[config.mk]
export PLATFORM = sky130hd
export DESIGN_NAME = ptf_top
export DESIGN_NICKNAME = d
export VERILOG_FILES = /design/src/ptf_pkg.sv /design/src/ptf_if.sv /design/src/ptf_qualify.sv /design/src/ptf_top.sv
export SDC_FILE = /design/constraint.sdc
export NUM_CORES = 1
export LEC_CHECK = 0
export ABC_CLOCK_PERIOD_IN_PS = 3300
export BUFFER_PORTS_ARGS = -buffer_cell sky130_fd_sc_hd__buf_2
export CAP_MARGIN = 20
export CORE_ASPECT_RATIO = 0.7
export CORE_MARGIN = 3
export CORE_UTILIZATION = 54
export DETAILED_ROUTE_END_ITERATION = 6
export PLACE_DENSITY = 0.78
export SYNTH_ARGS = -nofsm -noshare
export SYNTH_HDL_FRONTEND = slang
export SYNTH_SLANG_ARGS = --single-unit
[constraint.sdc]
create_clock -name aclk -period 3.3 [get_ports aclk]
set_clock_uncertainty 0.1 [all_clocks]
set_input_delay 0.99 -clock aclk [delete_from_list [all_inputs] [get_ports aclk]]
set_output_delay 0.99 -clock aclk [all_outputs]
set_load 0.01 [all_outputs]
[src/ptf_pkg.sv]
// constants, field layout and types of the receive timestamp filter
// assumes: included before every other file of the block
//
// Operation
// - domain filter on: domainNumber must equal the programmed value
// - alternate-master suppress on: flagged messages get no timestamp
// - ip half select picks which 16-bit half of user IP is reached
// - custom address filter on: UDP destination equal to user IP qualifies
// - slave-only on: Delay_Req (control field 1) gets no timestamp
// - three multicast bits enable the three standard PTP destination groups
// - layer2 detect on: PTP carried directly in Ethernet is recognised
// - udp6 detect on: PTP carried in UDP over IPv6 is recognised
// - udp4 detect on: PTP carried in UDP over IPv4 is recognised
// - nonzero version filter: only messages of that PTP version qualify
// - version filter zero: version is not checked, any version qualifies
// - receive capture off: no receive timestamps are taken at all
// - first byte compared to match value only where mask bit is one
// - mask all zero: first-byte filter passes every message
// - domain value is bits 7:0 of the extended receive config register
package ptf_pkg;

    // *****************************************************************
    // register indices and byte addresses (4 * index)
    // *****************************************************************
    localparam int ADDR_W = 8;
    localparam logic [7:0] IDX_RX_FILTER_CONFIG = 8'h19;
    localparam logic [7:0] IDX_RX_FIRST_BYTE_FILTER = 8'h1a;
    localparam logic [7:0] IDX_IP_ADDRESS_DATA = 8'h1b;
    localparam logic [7:0] IDX_RX_EXTENDED_CONFIG = 8'h1c;
    localparam logic [7:0] IDX_CAPTURE_STATUS = 8'h1f;
    localparam logic [ADDR_W-1:0] ADDR_RX_FILTER_CONFIG =
        ADDR_W'({IDX_RX_FILTER_CONFIG, 2'b00});
    localparam logic [ADDR_W-1:0] ADDR_RX_FIRST_BYTE_FILTER =
        ADDR_W'({IDX_RX_FIRST_BYTE_FILTER, 2'b00});
    localparam logic [ADDR_W-1:0] ADDR_IP_ADDRESS_DATA =
        ADDR_W'({IDX_IP_ADDRESS_DATA, 2'b00});
    localparam logic [ADDR_W-1:0] ADDR_RX_EXTENDED_CONFIG =
        ADDR_W'({IDX_RX_EXTENDED_CONFIG, 2'b00});
    localparam logic [ADDR_W-1:0] ADDR_CAPTURE_STATUS =
        ADDR_W'({IDX_CAPTURE_STATUS, 2'b00});

    // *****************************************************************
    // reset values
    // *****************************************************************
    localparam logic [15:0] RST_RX_FILTER_CONFIG = 16'h0000;
    localparam logic [15:0] RST_RX_FIRST_BYTE_FILTER = 16'h0000;
    localparam logic [31:0] RST_USER_IP = 32'h0000_0000;
    localparam logic [7:0] RST_DOMAIN = 8'h00;

    // *****************************************************************
    // field positions of rx_filter_config
    // *****************************************************************
    localparam int BIT_DOMAIN_FILTER_ON = 15;
    localparam int BIT_ALTERNATE_MASTER_SUPPRESS = 14;
    localparam int BIT_IP_HALF_SELECT = 13;
    localparam int BIT_CUSTOM_ADDR_FILTER_ON = 12;
    localparam int BIT_SLAVE_ONLY = 11;
    localparam int LSB_STANDARD_MULTICAST_FILTER = 8;
    localparam int W_STANDARD_MULTICAST_FILTER = 3;
    localparam int BIT_LAYER2_DETECT_ON = 7;
    localparam int BIT_UDP6_DETECT_ON = 6;
    localparam int BIT_UDP4_DETECT_ON = 5;
    localparam int LSB_VERSION_FILTER = 1;
    localparam int W_VERSION_FILTER = 4;
    localparam int BIT_RECEIVE_CAPTURE_ON = 0;

    // rx_first_byte_filter and rx_extended_config fields
    localparam int LSB_FIRST_BYTE_MASK = 8;
    localparam int LSB_FIRST_BYTE_VALUE = 0;
    localparam int LSB_DOMAIN_NUMBER_VALUE = 0;

    // *****************************************************************
    // message constants
    // *****************************************************************
    localparam int CONTROL_FIELD_OFFSET = 32;
    localparam logic [7:0] CONTROL_DELAY_REQ = 8'h01;
    localparam logic [31:0] MC4_PRIMARY = 32'he000_0181;
    localparam logic [31:0] MC4_ALT_FIRST = 32'he000_0182;
    localparam logic [31:0] MC4_ALT_LAST = 32'he000_0184;
    localparam logic [31:0] MC4_PEER_DELAY = 32'he000_006b;
    localparam logic [15:0] MC6_PRIMARY = 16'h0181;
    localparam logic [15:0] MC6_ALT_FIRST = 16'h0182;
    localparam logic [15:0] MC6_ALT_LAST = 16'h0184;
    localparam logic [15:0] MC6_PEER_DELAY = 16'h006b;

    // *****************************************************************
    // axi responses and types
    // *****************************************************************
    localparam logic [1:0] RESP_OKAY = 2'h0;
    localparam logic [1:0] RESP_SLVERR = 2'h2;

    // encoded in declaration order: 0 layer2, 1 udp4, 2 udp6, 3 other
    typedef enum logic [1:0] {
        PTF_TR_LAYER2,
        PTF_TR_UDP4,
        PTF_TR_UDP6,
        PTF_TR_OTHER
    } ptf_transport_t;

endpackage

[src/ptf_if.sv]
// carrier between the top and the qualifier: config, message, verdict
// assumes: ptf_pkg compiled first
`timescale 1ns/1ps
interface ptf_if;
    import ptf_pkg::*;
    logic [15:0] filter_config;
    logic [15:0] first_byte_filter;
    logic [31:0] user_ip;
    logic [7:0] domain_number_value;
    logic msg_event;
    ptf_transport_t msg_transport;
    logic [31:0] msg_dst_addr;
    logic [7:0] msg_first_byte;
    logic [3:0] msg_version;
    logic [7:0] msg_domain;
    logic msg_alt_master;
    logic [7:0] msg_control;
    logic pass;
    modport owner (
        output filter_config, first_byte_filter, user_ip,
        output domain_number_value, msg_event, msg_transport,
        output msg_dst_addr, msg_first_byte, msg_version, msg_domain,
        output msg_alt_master, msg_control,
        input pass
    );
    modport judge (
        input filter_config, first_byte_filter, user_ip,
        input domain_number_value, msg_event, msg_transport,
        input msg_dst_addr, msg_first_byte, msg_version, msg_domain,
        input msg_alt_master, msg_control,
        output pass
    );
endinterface

[src/ptf_qualify.sv]
// combinational verdict: does the offered message earn a timestamp
// assumes: fields of one parsed message are stable while judged
`timescale 1ns/1ps
module ptf_qualify (
    // carrier
    ptf_if.judge q
);
    import ptf_pkg::*;

    logic [2:0] mc_on;
    logic [3:0] ver_sel;
    logic [7:0] fb_mask;
    logic [7:0] fb_value;
    logic [15:0] low16;
    logic transport_ok;
    logic std4_hit;
    logic std6_hit;
    logic addr_ok;
    logic version_ok;
    logic domain_ok;
    logic alt_ok;
    logic slave_ok;
    logic first_byte_ok;

    always_comb begin
        mc_on = q.filter_config[LSB_STANDARD_MULTICAST_FILTER +:
                                W_STANDARD_MULTICAST_FILTER];
        ver_sel = q.filter_config[LSB_VERSION_FILTER +: W_VERSION_FILTER];
        fb_mask = q.first_byte_filter[LSB_FIRST_BYTE_MASK +: 8];
        fb_value = q.first_byte_filter[LSB_FIRST_BYTE_VALUE +: 8];
        low16 = q.msg_dst_addr[15:0];
        transport_ok = 1'b0;
        unique case (q.msg_transport)
            PTF_TR_LAYER2: transport_ok =
                q.filter_config[BIT_LAYER2_DETECT_ON];
            PTF_TR_UDP4: transport_ok =
                q.filter_config[BIT_UDP4_DETECT_ON];
            PTF_TR_UDP6: transport_ok =
                q.filter_config[BIT_UDP6_DETECT_ON];
            PTF_TR_OTHER: transport_ok = 1'b0;
        endcase
        // ipv6 groups are matched on the group id only, scope ignored
        std4_hit = (mc_on[0] && q.msg_dst_addr == MC4_PRIMARY)
            || (mc_on[1] && q.msg_dst_addr >= MC4_ALT_FIRST
                && q.msg_dst_addr <= MC4_ALT_LAST)
            || (mc_on[2] && q.msg_dst_addr == MC4_PEER_DELAY);
        std6_hit = q.msg_dst_addr[31:16] == 16'h0000
            && ((mc_on[0] && low16 == MC6_PRIMARY)
            || (mc_on[1] && low16 >= MC6_ALT_FIRST
                && low16 <= MC6_ALT_LAST)
            || (mc_on[2] && low16 == MC6_PEER_DELAY));
        addr_ok = (q.msg_transport == PTF_TR_LAYER2)
            || (q.msg_transport == PTF_TR_UDP4 && std4_hit)
            || (q.msg_transport == PTF_TR_UDP6 && std6_hit)
            || (q.filter_config[BIT_CUSTOM_ADDR_FILTER_ON]
                && q.msg_dst_addr == q.user_ip);
        version_ok = (ver_sel == 4'h0)
            || (ver_sel == q.msg_version);
        domain_ok = !q.filter_config[BIT_DOMAIN_FILTER_ON]
            || (q.msg_domain == q.domain_number_value);
        alt_ok = !(q.filter_config[BIT_ALTERNATE_MASTER_SUPPRESS]
            && q.msg_alt_master);
        slave_ok = !q.filter_config[BIT_SLAVE_ONLY]
            || (q.msg_control != CONTROL_DELAY_REQ);
        // a zero mask cancels every bit, so the check passes
        first_byte_ok =
            ((q.msg_first_byte ^ fb_value) & fb_mask) == 8'h00;
        q.pass = q.filter_config[BIT_RECEIVE_CAPTURE_ON]
            && q.msg_event && transport_ok && addr_ok && version_ok
            && domain_ok && alt_ok && slave_ok && first_byte_ok;
    end

endmodule

[src/ptf_top.sv]
// receive timestamp filter: axi4-lite registers plus capture decision
// assumes: parsed message fields come from logic on aclk, one message
// per msg_valid pulse, no synchronisers needed
//
// Design decision made here: the AXI4-Lite register port.
`timescale 1ns/1ps
module ptf_top #(
    parameter int CNT_W = 16
) (
    // clock and reset
    input wire logic aclk,
    input wire logic aresetn,
    // axi4-lite write address
    input wire logic [ptf_pkg::ADDR_W-1:0] awaddr,
    input wire logic [2:0] awprot,
    input wire logic awvalid,
    output logic awready,
    // axi4-lite write data
    input wire logic [31:0] wdata,
    input wire logic [3:0] wstrb,
    input wire logic wvalid,
    output logic wready,
    // axi4-lite write response
    output logic [1:0] bresp,
    output logic bvalid,
    input wire logic bready,
    // axi4-lite read address
    input wire logic [ptf_pkg::ADDR_W-1:0] araddr,
    input wire logic [2:0] arprot,
    input wire logic arvalid,
    output logic arready,
    // axi4-lite read data
    output logic [31:0] rdata,
    output logic [1:0] rresp,
    output logic rvalid,
    input wire logic rready,
    // parsed receive message
    input wire logic msg_valid,
    input wire logic msg_event,
    input wire ptf_pkg::ptf_transport_t msg_transport,
    input wire logic [31:0] msg_dst_addr,
    input wire logic [7:0] msg_first_byte,
    input wire logic [3:0] msg_version,
    input wire logic [7:0] msg_domain,
    input wire logic msg_alt_master,
    input wire logic [7:0] msg_control,
    // decision
    output logic ts_capture,
    output logic ts_reject
);
    import ptf_pkg::*;

    if (CNT_W < 1 || CNT_W > 32) begin : g_bad_cnt
        $error("ptf_top: CNT_W must lie in 1..32");
    end

    // *****************************************************************
    // state
    // *****************************************************************
    logic [15:0] filter_config;
    logic [15:0] first_byte_filter;
    logic [31:0] user_ip;
    logic [7:0] domain_number_value;
    logic [CNT_W-1:0] capture_count;
    logic aw_held;
    logic w_held;
    logic [ADDR_W-1:0] wr_addr;
    logic [31:0] wr_data;
    logic [3:0] wr_strb;

    logic [15:0] next_filter_config;
    logic [15:0] next_first_byte_filter;
    logic [31:0] next_user_ip;
    logic [7:0] next_domain_number_value;
    logic [CNT_W-1:0] next_capture_count;
    logic next_aw_held;
    logic next_w_held;
    logic [ADDR_W-1:0] next_wr_addr;
    logic [31:0] next_wr_data;
    logic [3:0] next_wr_strb;
    logic next_awready;
    logic next_wready;
    logic next_bvalid;
    logic [1:0] next_bresp;
    logic next_arready;
    logic next_rvalid;
    logic [31:0] next_rdata;
    logic [1:0] next_rresp;
    logic next_ts_capture;
    logic next_ts_reject;

    logic aw_take;
    logic w_take;
    logic do_write;
    logic ar_take;
    logic [15:0] wmask;
    logic [15:0] wval;
    logic [15:0] ip_half;

    // *****************************************************************
    // qualifier
    // *****************************************************************
    ptf_if judge_bus ();

    assign judge_bus.filter_config = filter_config;
    assign judge_bus.first_byte_filter = first_byte_filter;
    assign judge_bus.user_ip = user_ip;
    assign judge_bus.domain_number_value = domain_number_value;
    assign judge_bus.msg_event = msg_event;
    assign judge_bus.msg_transport = msg_transport;
    assign judge_bus.msg_dst_addr = msg_dst_addr;
    assign judge_bus.msg_first_byte = msg_first_byte;
    assign judge_bus.msg_version = msg_version;
    assign judge_bus.msg_domain = msg_domain;
    assign judge_bus.msg_alt_master = msg_alt_master;
    assign judge_bus.msg_control = msg_control;

    ptf_qualify u_qualify (
        .q(judge_bus.judge)
    );

    // *****************************************************************
    // write channel handshake
    // *****************************************************************
    always_comb begin
        aw_take = awvalid && awready;
        w_take = wvalid && wready;
        next_aw_held = aw_held || aw_take;
        next_w_held = w_held || w_take;
        next_wr_addr = aw_take ? awaddr : wr_addr;
        next_wr_data = w_take ? wdata : wr_data;
        next_wr_strb = w_take ? wstrb : wr_strb;
        // commit once both halves are in and no response is pending
        do_write = next_aw_held && next_w_held && !bvalid;
        next_bvalid = bvalid;
        next_bresp = bresp;
        if (bvalid && bready) begin
            next_bvalid = 1'b0;
        end
        if (do_write) begin
            next_aw_held = 1'b0;
            next_w_held = 1'b0;
            next_bvalid = 1'b1;
            next_bresp = RESP_SLVERR;
            unique case (next_wr_addr[ADDR_W-1:2])
                ADDR_RX_FILTER_CONFIG[ADDR_W-1:2],
                ADDR_RX_FIRST_BYTE_FILTER[ADDR_W-1:2],
                ADDR_IP_ADDRESS_DATA[ADDR_W-1:2],
                ADDR_RX_EXTENDED_CONFIG[ADDR_W-1:2],
                ADDR_CAPTURE_STATUS[ADDR_W-1:2]: next_bresp = RESP_OKAY;
                default: next_bresp = RESP_SLVERR;
            endcase
        end
        // one write in flight: stall both channels until the answer
        next_awready = !next_aw_held && !next_bvalid;
        next_wready = !next_w_held && !next_bvalid;
    end

    // *****************************************************************
    // configuration registers
    // *****************************************************************
    always_comb begin
        wmask = {{8{next_wr_strb[1]}}, {8{next_wr_strb[0]}}};
        wval = next_wr_data[15:0];
        next_filter_config = filter_config;
        next_first_byte_filter = first_byte_filter;
        next_user_ip = user_ip;
        next_domain_number_value = domain_number_value;
        if (do_write) begin
            unique case (next_wr_addr[ADDR_W-1:2])
                ADDR_RX_FILTER_CONFIG[ADDR_W-1:2]: begin
                    next_filter_config =
                        (filter_config & ~wmask) | (wval & wmask);
                end
                ADDR_RX_FIRST_BYTE_FILTER[ADDR_W-1:2]: begin
                    next_first_byte_filter =
                        (first_byte_filter & ~wmask) | (wval & wmask);
                end
                ADDR_IP_ADDRESS_DATA[ADDR_W-1:2]: begin
                    // half chosen by the current select bit
                    if (filter_config[BIT_IP_HALF_SELECT]) begin
                        next_user_ip[15:0] =
                            (user_ip[15:0] & ~wmask) | (wval & wmask);
                    end else begin
                        next_user_ip[31:16] =
                            (user_ip[31:16] & ~wmask) | (wval & wmask);
                    end
                end
                ADDR_RX_EXTENDED_CONFIG[ADDR_W-1:2]: begin
                    if (next_wr_strb[0]) begin
                        next_domain_number_value =
                            wval[LSB_DOMAIN_NUMBER_VALUE +: 8];
                    end
                end
                default: begin
                    next_filter_config = filter_config;
                end
            endcase
        end
    end

    // *****************************************************************
    // read channel
    // *****************************************************************
    always_comb begin
        ar_take = arvalid && arready;
        next_rvalid = rvalid;
        next_rdata = rdata;
        next_rresp = rresp;
        ip_half = filter_config[BIT_IP_HALF_SELECT] ?
            user_ip[15:0] : user_ip[31:16];
        if (rvalid && rready) begin
            next_rvalid = 1'b0;
        end
        if (ar_take) begin
            next_rvalid = 1'b1;
            next_rresp = RESP_OKAY;
            next_rdata = 32'h0000_0000;
            unique case (araddr[ADDR_W-1:2])
                ADDR_RX_FILTER_CONFIG[ADDR_W-1:2]:
                    next_rdata = {16'h0000, filter_config};
                ADDR_RX_FIRST_BYTE_FILTER[ADDR_W-1:2]:
                    next_rdata = {16'h0000, first_byte_filter};
                ADDR_IP_ADDRESS_DATA[ADDR_W-1:2]:
                    next_rdata = {16'h0000, ip_half};
                ADDR_RX_EXTENDED_CONFIG[ADDR_W-1:2]:
                    next_rdata = {24'h00_0000, domain_number_value};
                ADDR_CAPTURE_STATUS[ADDR_W-1:2]:
                    next_rdata = 32'(capture_count);
                default: next_rresp = RESP_SLVERR;
            endcase
        end
        next_arready = !next_rvalid;
    end

    // *****************************************************************
    // capture decision
    // *****************************************************************
    always_comb begin
        next_ts_capture = msg_valid && judge_bus.pass;
        next_ts_reject = msg_valid && !judge_bus.pass;
        next_capture_count = capture_count;
        // counter is a hint for software, cleared by a write to it, wraps silently
        if (next_ts_capture) begin
            next_capture_count = capture_count + CNT_W'(1);
        end
        if (do_write && next_wr_addr[ADDR_W-1:2]
                == ADDR_CAPTURE_STATUS[ADDR_W-1:2]) begin
            // any write clears; a capture in the same cycle still counts
            next_capture_count = next_ts_capture ? CNT_W'(1) : '0;
        end
    end

    // *****************************************************************
    // registers
    // *****************************************************************
    always_ff @(posedge aclk) begin
        if (!aresetn) begin
            filter_config <= RST_RX_FILTER_CONFIG;
            first_byte_filter <= RST_RX_FIRST_BYTE_FILTER;
            user_ip <= RST_USER_IP;
            domain_number_value <= RST_DOMAIN;
            capture_count <= '0;
            aw_held <= 1'b0;
            w_held <= 1'b0;
            wr_addr <= '0;
            wr_data <= 32'h0000_0000;
            wr_strb <= 4'h0;
            awready <= 1'b0;
            wready <= 1'b0;
            bvalid <= 1'b0;
            bresp <= RESP_OKAY;
            arready <= 1'b0;
            rvalid <= 1'b0;
            rdata <= 32'h0000_0000;
            rresp <= RESP_OKAY;
            ts_capture <= 1'b0;
            ts_reject <= 1'b0;
        end else begin
            filter_config <= next_filter_config;
            first_byte_filter <= next_first_byte_filter;
            user_ip <= next_user_ip;
            domain_number_value <= next_domain_number_value;
            capture_count <= next_capture_count;
            aw_held <= next_aw_held;
            w_held <= next_w_held;
            wr_addr <= next_wr_addr;
            wr_data <= next_wr_data;
            wr_strb <= next_wr_strb;
            awready <= next_awready;
            wready <= next_wready;
            bvalid <= next_bvalid;
            bresp <= next_bresp;
            arready <= next_arready;
            rvalid <= next_rvalid;
            rdata <= next_rdata;
            rresp <= next_rresp;
            ts_capture <= next_ts_capture;
            ts_reject <= next_ts_reject;
        end
    end

endmodule

==> impl_metrics.yaml, run 1 <==
run_status:
  violations: "DRC"
  outcome: "finished with violations"
detailed_routing:
  drt_iter0_markers: 701
  wire_per_inst_um: 18.7
  drc: 12
  vias: 6254
  drtAntennaViolNets: 0
  routed_via_density: 5.85
  wirelength_mm: 20.0
  detail_route.first_pass.iterations: 7
place:
  io_buffers: 126
  place_ws_ps: 105
  dp_hpwl_mm: 14.6
  gp_congestion: 0.974
  placed_area_um2: 7660
clock_tree:
  clock_path_buffers: 2
  cts-root-buf: "clkbuf_16"
  cts_sinks: 139
  postCtsSetupBuffers: 0
  cts_buffers: 17
  cts-resized-gates: 0
  cts.htree.levels: 4
  path_clk_slew_ps: 60
  cts_tree: "yes"
  clkLatencyLatePin_ps: 430
  cts_hold_buf: 0
sta:
  finalSetupViolations: 0
  relSlewSlack: 0.516
  rsz0062_at_grt: "no"
  setup_ws_ps: 360
  setup_tns_ps: 0
  max_freq_mhz: 340
  timing.final.crit_period_ps: 2940
  worstMarginPinSlew_ps: 725
  post-route-period-util: 0.891
  finalHoldViolations: 0
  slew_violations: 0
yosys:
  ys_types: 56
  synth_top_family_by_area: "simple AND/OR/NAND/NOR gates"
  yosysWarnings: 0
  seq_area_frac_synth: 0.406
  netlist_instances: 764
  synth-xor-area-share: 0.0691
  synth_flop_cell: "dfxtp_1"
  synth_mux_area_frac: 0.156
  synth_top_area_cell: "dfxtp_1"
  synthTopCellsByArea: "dfxtp_1 (41%), mux2i_1 (13%), nor2_1 (5.0%)"
  synth_fa_ha_area_frac: 0.00183
  syn_area_um2: 6850
  synth_edf_count: 0
  ys_seq_elements: 139
  synth_compound_area_frac: 0.120
  synthArstFlopShare: 0
  avgSynthCellArea_um2: 8.96
  synth_top_area_frac: 0.406
  synth_simple_gate_area_frac: 0.197
global_route:
  grt_max_degree: 40
  grt_pass1_wl_mm: 31.1
  grt.overflow.total: 0
  grt_usage: 0.283
  antenna_found_initial: 0
  grt_pass1_vias: 5857
finish:
  final_cell_mix: "dfxtp_1 (139), buf_2 (126), nor2_1 (91)"
  final_common_cell: "dfxtp_1"
  multiInputGateArea_um2: 3800
  stdcell_area_um2: 8290
  final_layout_size_suffix_gt1_frac: 0.228
  ff_latch_area_um2: 2780
  layout.nets: 1030
  insertedDiodeCount: 0
  areaGrowthSynthToFinish_pct: 21.1
  nFillCells: 974
min_path:
  hold_path.startpoint: "wr_addr[7]"
  hold_path.class: "reg2reg"
power_and_ir_drop:
  ir_drop_mv: 0.415
  p_leak_uw: 0.00353
  p_per_area_nw_per_um2: 498
die:
  start_util: 0.568
  core_um2: 12100
  die_y_um: 100
  num_rows: 33
  dieArea_um2: 14100
  io_pins: 173
  die_width_um: 141
critical_path:
  critical_path.max_fanout: 4
  critPathLaunchType: "primary input"
  r2r_setup_slack_ps: 660
  crit_type: "in2reg"
  critical_path_arrival_ps: 3190
  crit_required_ps: 3550
  crit_start: "msg_dst_addr[11]"
  end_kind: "flip-flop"
flow_run:
  cap_violations: 0
[worst paths after layout]
path,to,depth (start not counted)
max reg2reg,capture_count[12],7
min,wr_addr[7],2
max,capture_count[12],8
min reg2reg,wr_addr[7],2
[cells in the mapped netlist, drive strengths merged, types with 3 or more instances]
master  count
nor3       10
and2       24
a222oi     16
nand4      15
o21ai      36
buf        29
nor3b       5
nand2      72
and3b       3
mux2       16
nor2       91
a211oi      8
mux2i      89
xnor2      38
and3       10
nand4b      3
dfxtp     139
clkbuf     25
a31o        3
or3         4
o31ai       3
a21oi      40
nand2b     10
o41ai       3
inv        10
nand3       6
xor2       16
nor4       12
[stage by stage]
stage / cells / power [uW] / util / hold slack, ps
after floorplan: 781 / 1970 / - / 331
after global placement: 1037 / 2120 / 0.636 / 340
after detailed placement: 1037 / 2120 / 0.636 / 343
after CTS: 1069 / 4140 / 0.688 / 351
after global routing: 1069 / 4250 / 0.688 / 373
final: 1069 / 4130 / 0.688 / 353
[area by class of cell]
cell class,count,share of cell area
clock buffer,21,0.0555
sequential,139,0.336
timing repair buffer,153,0.102
clock inverter,11,0.0202
inverter,10,0.00453
tap,157,0.0237
multi-input combinational,578,0.459
[per-layer routing]
| layer | GRT usage | vias to the layer above | wire [um] |
|---|---|---|---|
| met5 | 0 | - | 0 |
| met2 | 0.428 | 308 | 8730 |
| met3 | 0.0714 | 37 | 1960 |
| li1 | - | 2968 | - |
| met4 | 0.0998 | 0 | 434 |
| met1 | 0.396 | 2941 | 8900 |
[worst max-delay path, stage by stage]
cell,delay (ps)
buf_2,110
xnor2_1,290
nand4_1,180
nor4_1,280
a31oi_1,230
a2111o_1,510
or4_1,410
a21oi_1,180
[report_power, final]
group / internal [uW] / switching (uW) / leakage, uW / total (uW)
sequential: 1720 / 16.8 / 0.00113 / 1730
combinational: 148 / 212 / 0.00210 / 360
clock: 1300 / 732 / 0.000303 / 2030
total: 3170 / 960 / 0.00353 / 4130
[kinds of logic (layout without fill, tap and decap cells)]
logic type,Yosys count,after routing
adder cells (fa/ha/maj),1,1
AO/OA/AOI/OAI,126,126
buffers and inverters,64,195
multiplexers,105,105
AND/OR/NAND/NOR,274,274
flip-flops,139,139
XOR/XNOR,54,54
other,1,18
No activity file was read; power rests on OpenSTA's default activity.
==> inputs of run 2 (changes only) <==
==> constraint.sdc (replaced) <==
create_clock -name aclk -period 3.3 [get_ports aclk]
set_clock_uncertainty 0.1 [all_clocks]
set_input_delay 0.33 -clock aclk [delete_from_list [all_inputs] [get_ports aclk]]
set_output_delay 0.33 -clock aclk [all_outputs]
set_load 0.01 [all_outputs]
==> run 2 against run 1 <==
The flow still finishes with violations (DRC). Global-route usage fell by 0.94 points. Non-clock buffer count shrank 13. Die area stayed put. Combinational power shrank 3%. Clock power up 4%. Cell count is 1.2% lower. Register-to-register slack worse by 290 ps. Routed wire length fell by 2.1%.
==> impl_metrics.yaml, run 2 (synthesis results as in run 1) <==
run_status:
  outcome: "finished with violations"
  violations: "DRC"
place:
  place_ws_ps: 440
  place_inst: 1024
  dp_hpwl_mm: 14.5
  io_buffers: 126
  gp_congestion: 0.933
sta:
  timing.final.crit_period_ps: 2930
  slew_violations: 0
  finalSetupViolations: 0
  relSlewSlack: 0.372
  setup_tns_ps: 0
  rsz0062_at_grt: "no"
  worstMarginPinSlew_ps: 942
  setup_ws_ps: 367
  finalHoldViolations: 0
  max_freq_mhz: 341
  post-route-period-util: 0.889
global_route:
  grt_max_degree: 51
  grt_pass1_wl_mm: 30.1
  grt_usage: 0.274
  antenna_found_initial: 0
  grt.overflow.total: 0
  grt_pass1_vias: 5623
clock_tree:
  clock_path_buffers: 2
  clkLatencyLatePin_ps: 430
  postCtsSetupBuffers: 0
  cts_buffers: 17
  cts.htree.levels: 4
  cts_sinks: 139
  cts-resized-gates: 0
  cts-root-buf: "clkbuf_16"
  cts_hold_buf: 0
  cts_tree: "yes"
  path_clk_slew_ps: 60
finish:
  areaGrowthSynthToFinish_pct: 20.0
  insertedDiodeCount: 0
  layout.nets: 1017
  final_cells: 1056
  final_common_cell: "dfxtp_1"
  final_layout_size_suffix_gt1_frac: 0.217
  final_cell_mix: "dfxtp_1 (139), buf_2 (126), nor2_1 (91)"
critical_path:
  critPathLaunchType: "flip-flop"
  crit_start: "awready"
  critical_path_arrival_ps: 3140
  end_kind: "flip-flop"
  crit_type: "reg2reg"
  critical_path.max_fanout: 10
  r2r_setup_slack_ps: 370
  worstReg2RegStart: "awready"
  reg2regPathDepth: 7
  crit_required_ps: 3510
min_path:
  hold_path.startpoint: "awaddr[7]"
  hold_end: "wr_addr[7]"
  holdPathStages: 3
  hold_path.class: "in2reg"
die:
  num_rows: 33
  dieArea_um2: 14100
  start_util: 0.568
  core_um2: 12100
  io_pins: 173
  die_y_um: 100
  die_width_um: 141
power_and_ir_drop:
  ir_drop_mv: 0.459
  p_leak_uw: 0.00347
  p_per_area_nw_per_um2: 510
detailed_routing:
  detail_route.first_pass.iterations: 7
  wirelength_mm: 19.6
  drc: 3
  routed_via_density: 5.88
  wire_per_inst_um: 18.6
  drtAntennaViolNets: 0
  vias: 6205
  drt_iter0_markers: 609
flow_run:
  cap_violations: 0
-- run 2: layout make-up --
class | instances | area [um^2]
clock inverters | 13 | 216
multi-input cells | 578 | 3800
fillers | 992 | 3840
repair buffers | 140 | 748
flip-flops and latches | 139 | 2780
well taps | 157 | 196
inverters | 10 | 37.5
clock buffers | 19 | 433
-- run 2: metrics by stage --
stage / hold WS, ps / total power [uW] / utilization / cell area (um^2)
global route: 59.2 / 4310 / 0.682 / 8220
finish: 54.8 / 4190 / 0.682 / 8220
floorplan: 331 / 1970 / - / 6910
detailed placement: 344 / 2110 / 0.628 / 7570
CTS: 40.9 / 4200 / 0.682 / 8220
global placement: 341 / 2110 / 0.628 / 7570
-- run 2: worst max-delay path, stage by stage, from the launching register on --
cell     delay [ps]
dfxtp_1         370
and2_1          370
nor2_1          140
or3_1           470
nor2_1          510
nand2_1         470
mux2i_1         300
nor2_1           70
-- run 2: how the worst max path moves through the flow --
stage / end / depth (start not counted)
finish: flip-flop / 7
global route: capture_count[4] / 7
CTS: flip-flop / 7
detailed placement: flip-flop / 8
global placement: capture_count[12] / 8
floorplan: capture_count[15] / 10
-- run 2: routing by layer --
metal	track usage	up-vias	wire, um
met4	0.0983	0	417
met3	0.0605	44	2190
li1	-	2930	-
met1	0.398	2896	8630
met5	0	-	0
met2	0.400	335	8370
-- run 2: power breakdown --
part / leakage, uW / internal (uW) / switching [uW]
clock: 0.000304 / 1350 / 760
combinational: 0.00204 / 141 / 210
sequential: 0.00113 / 1720 / 16.3
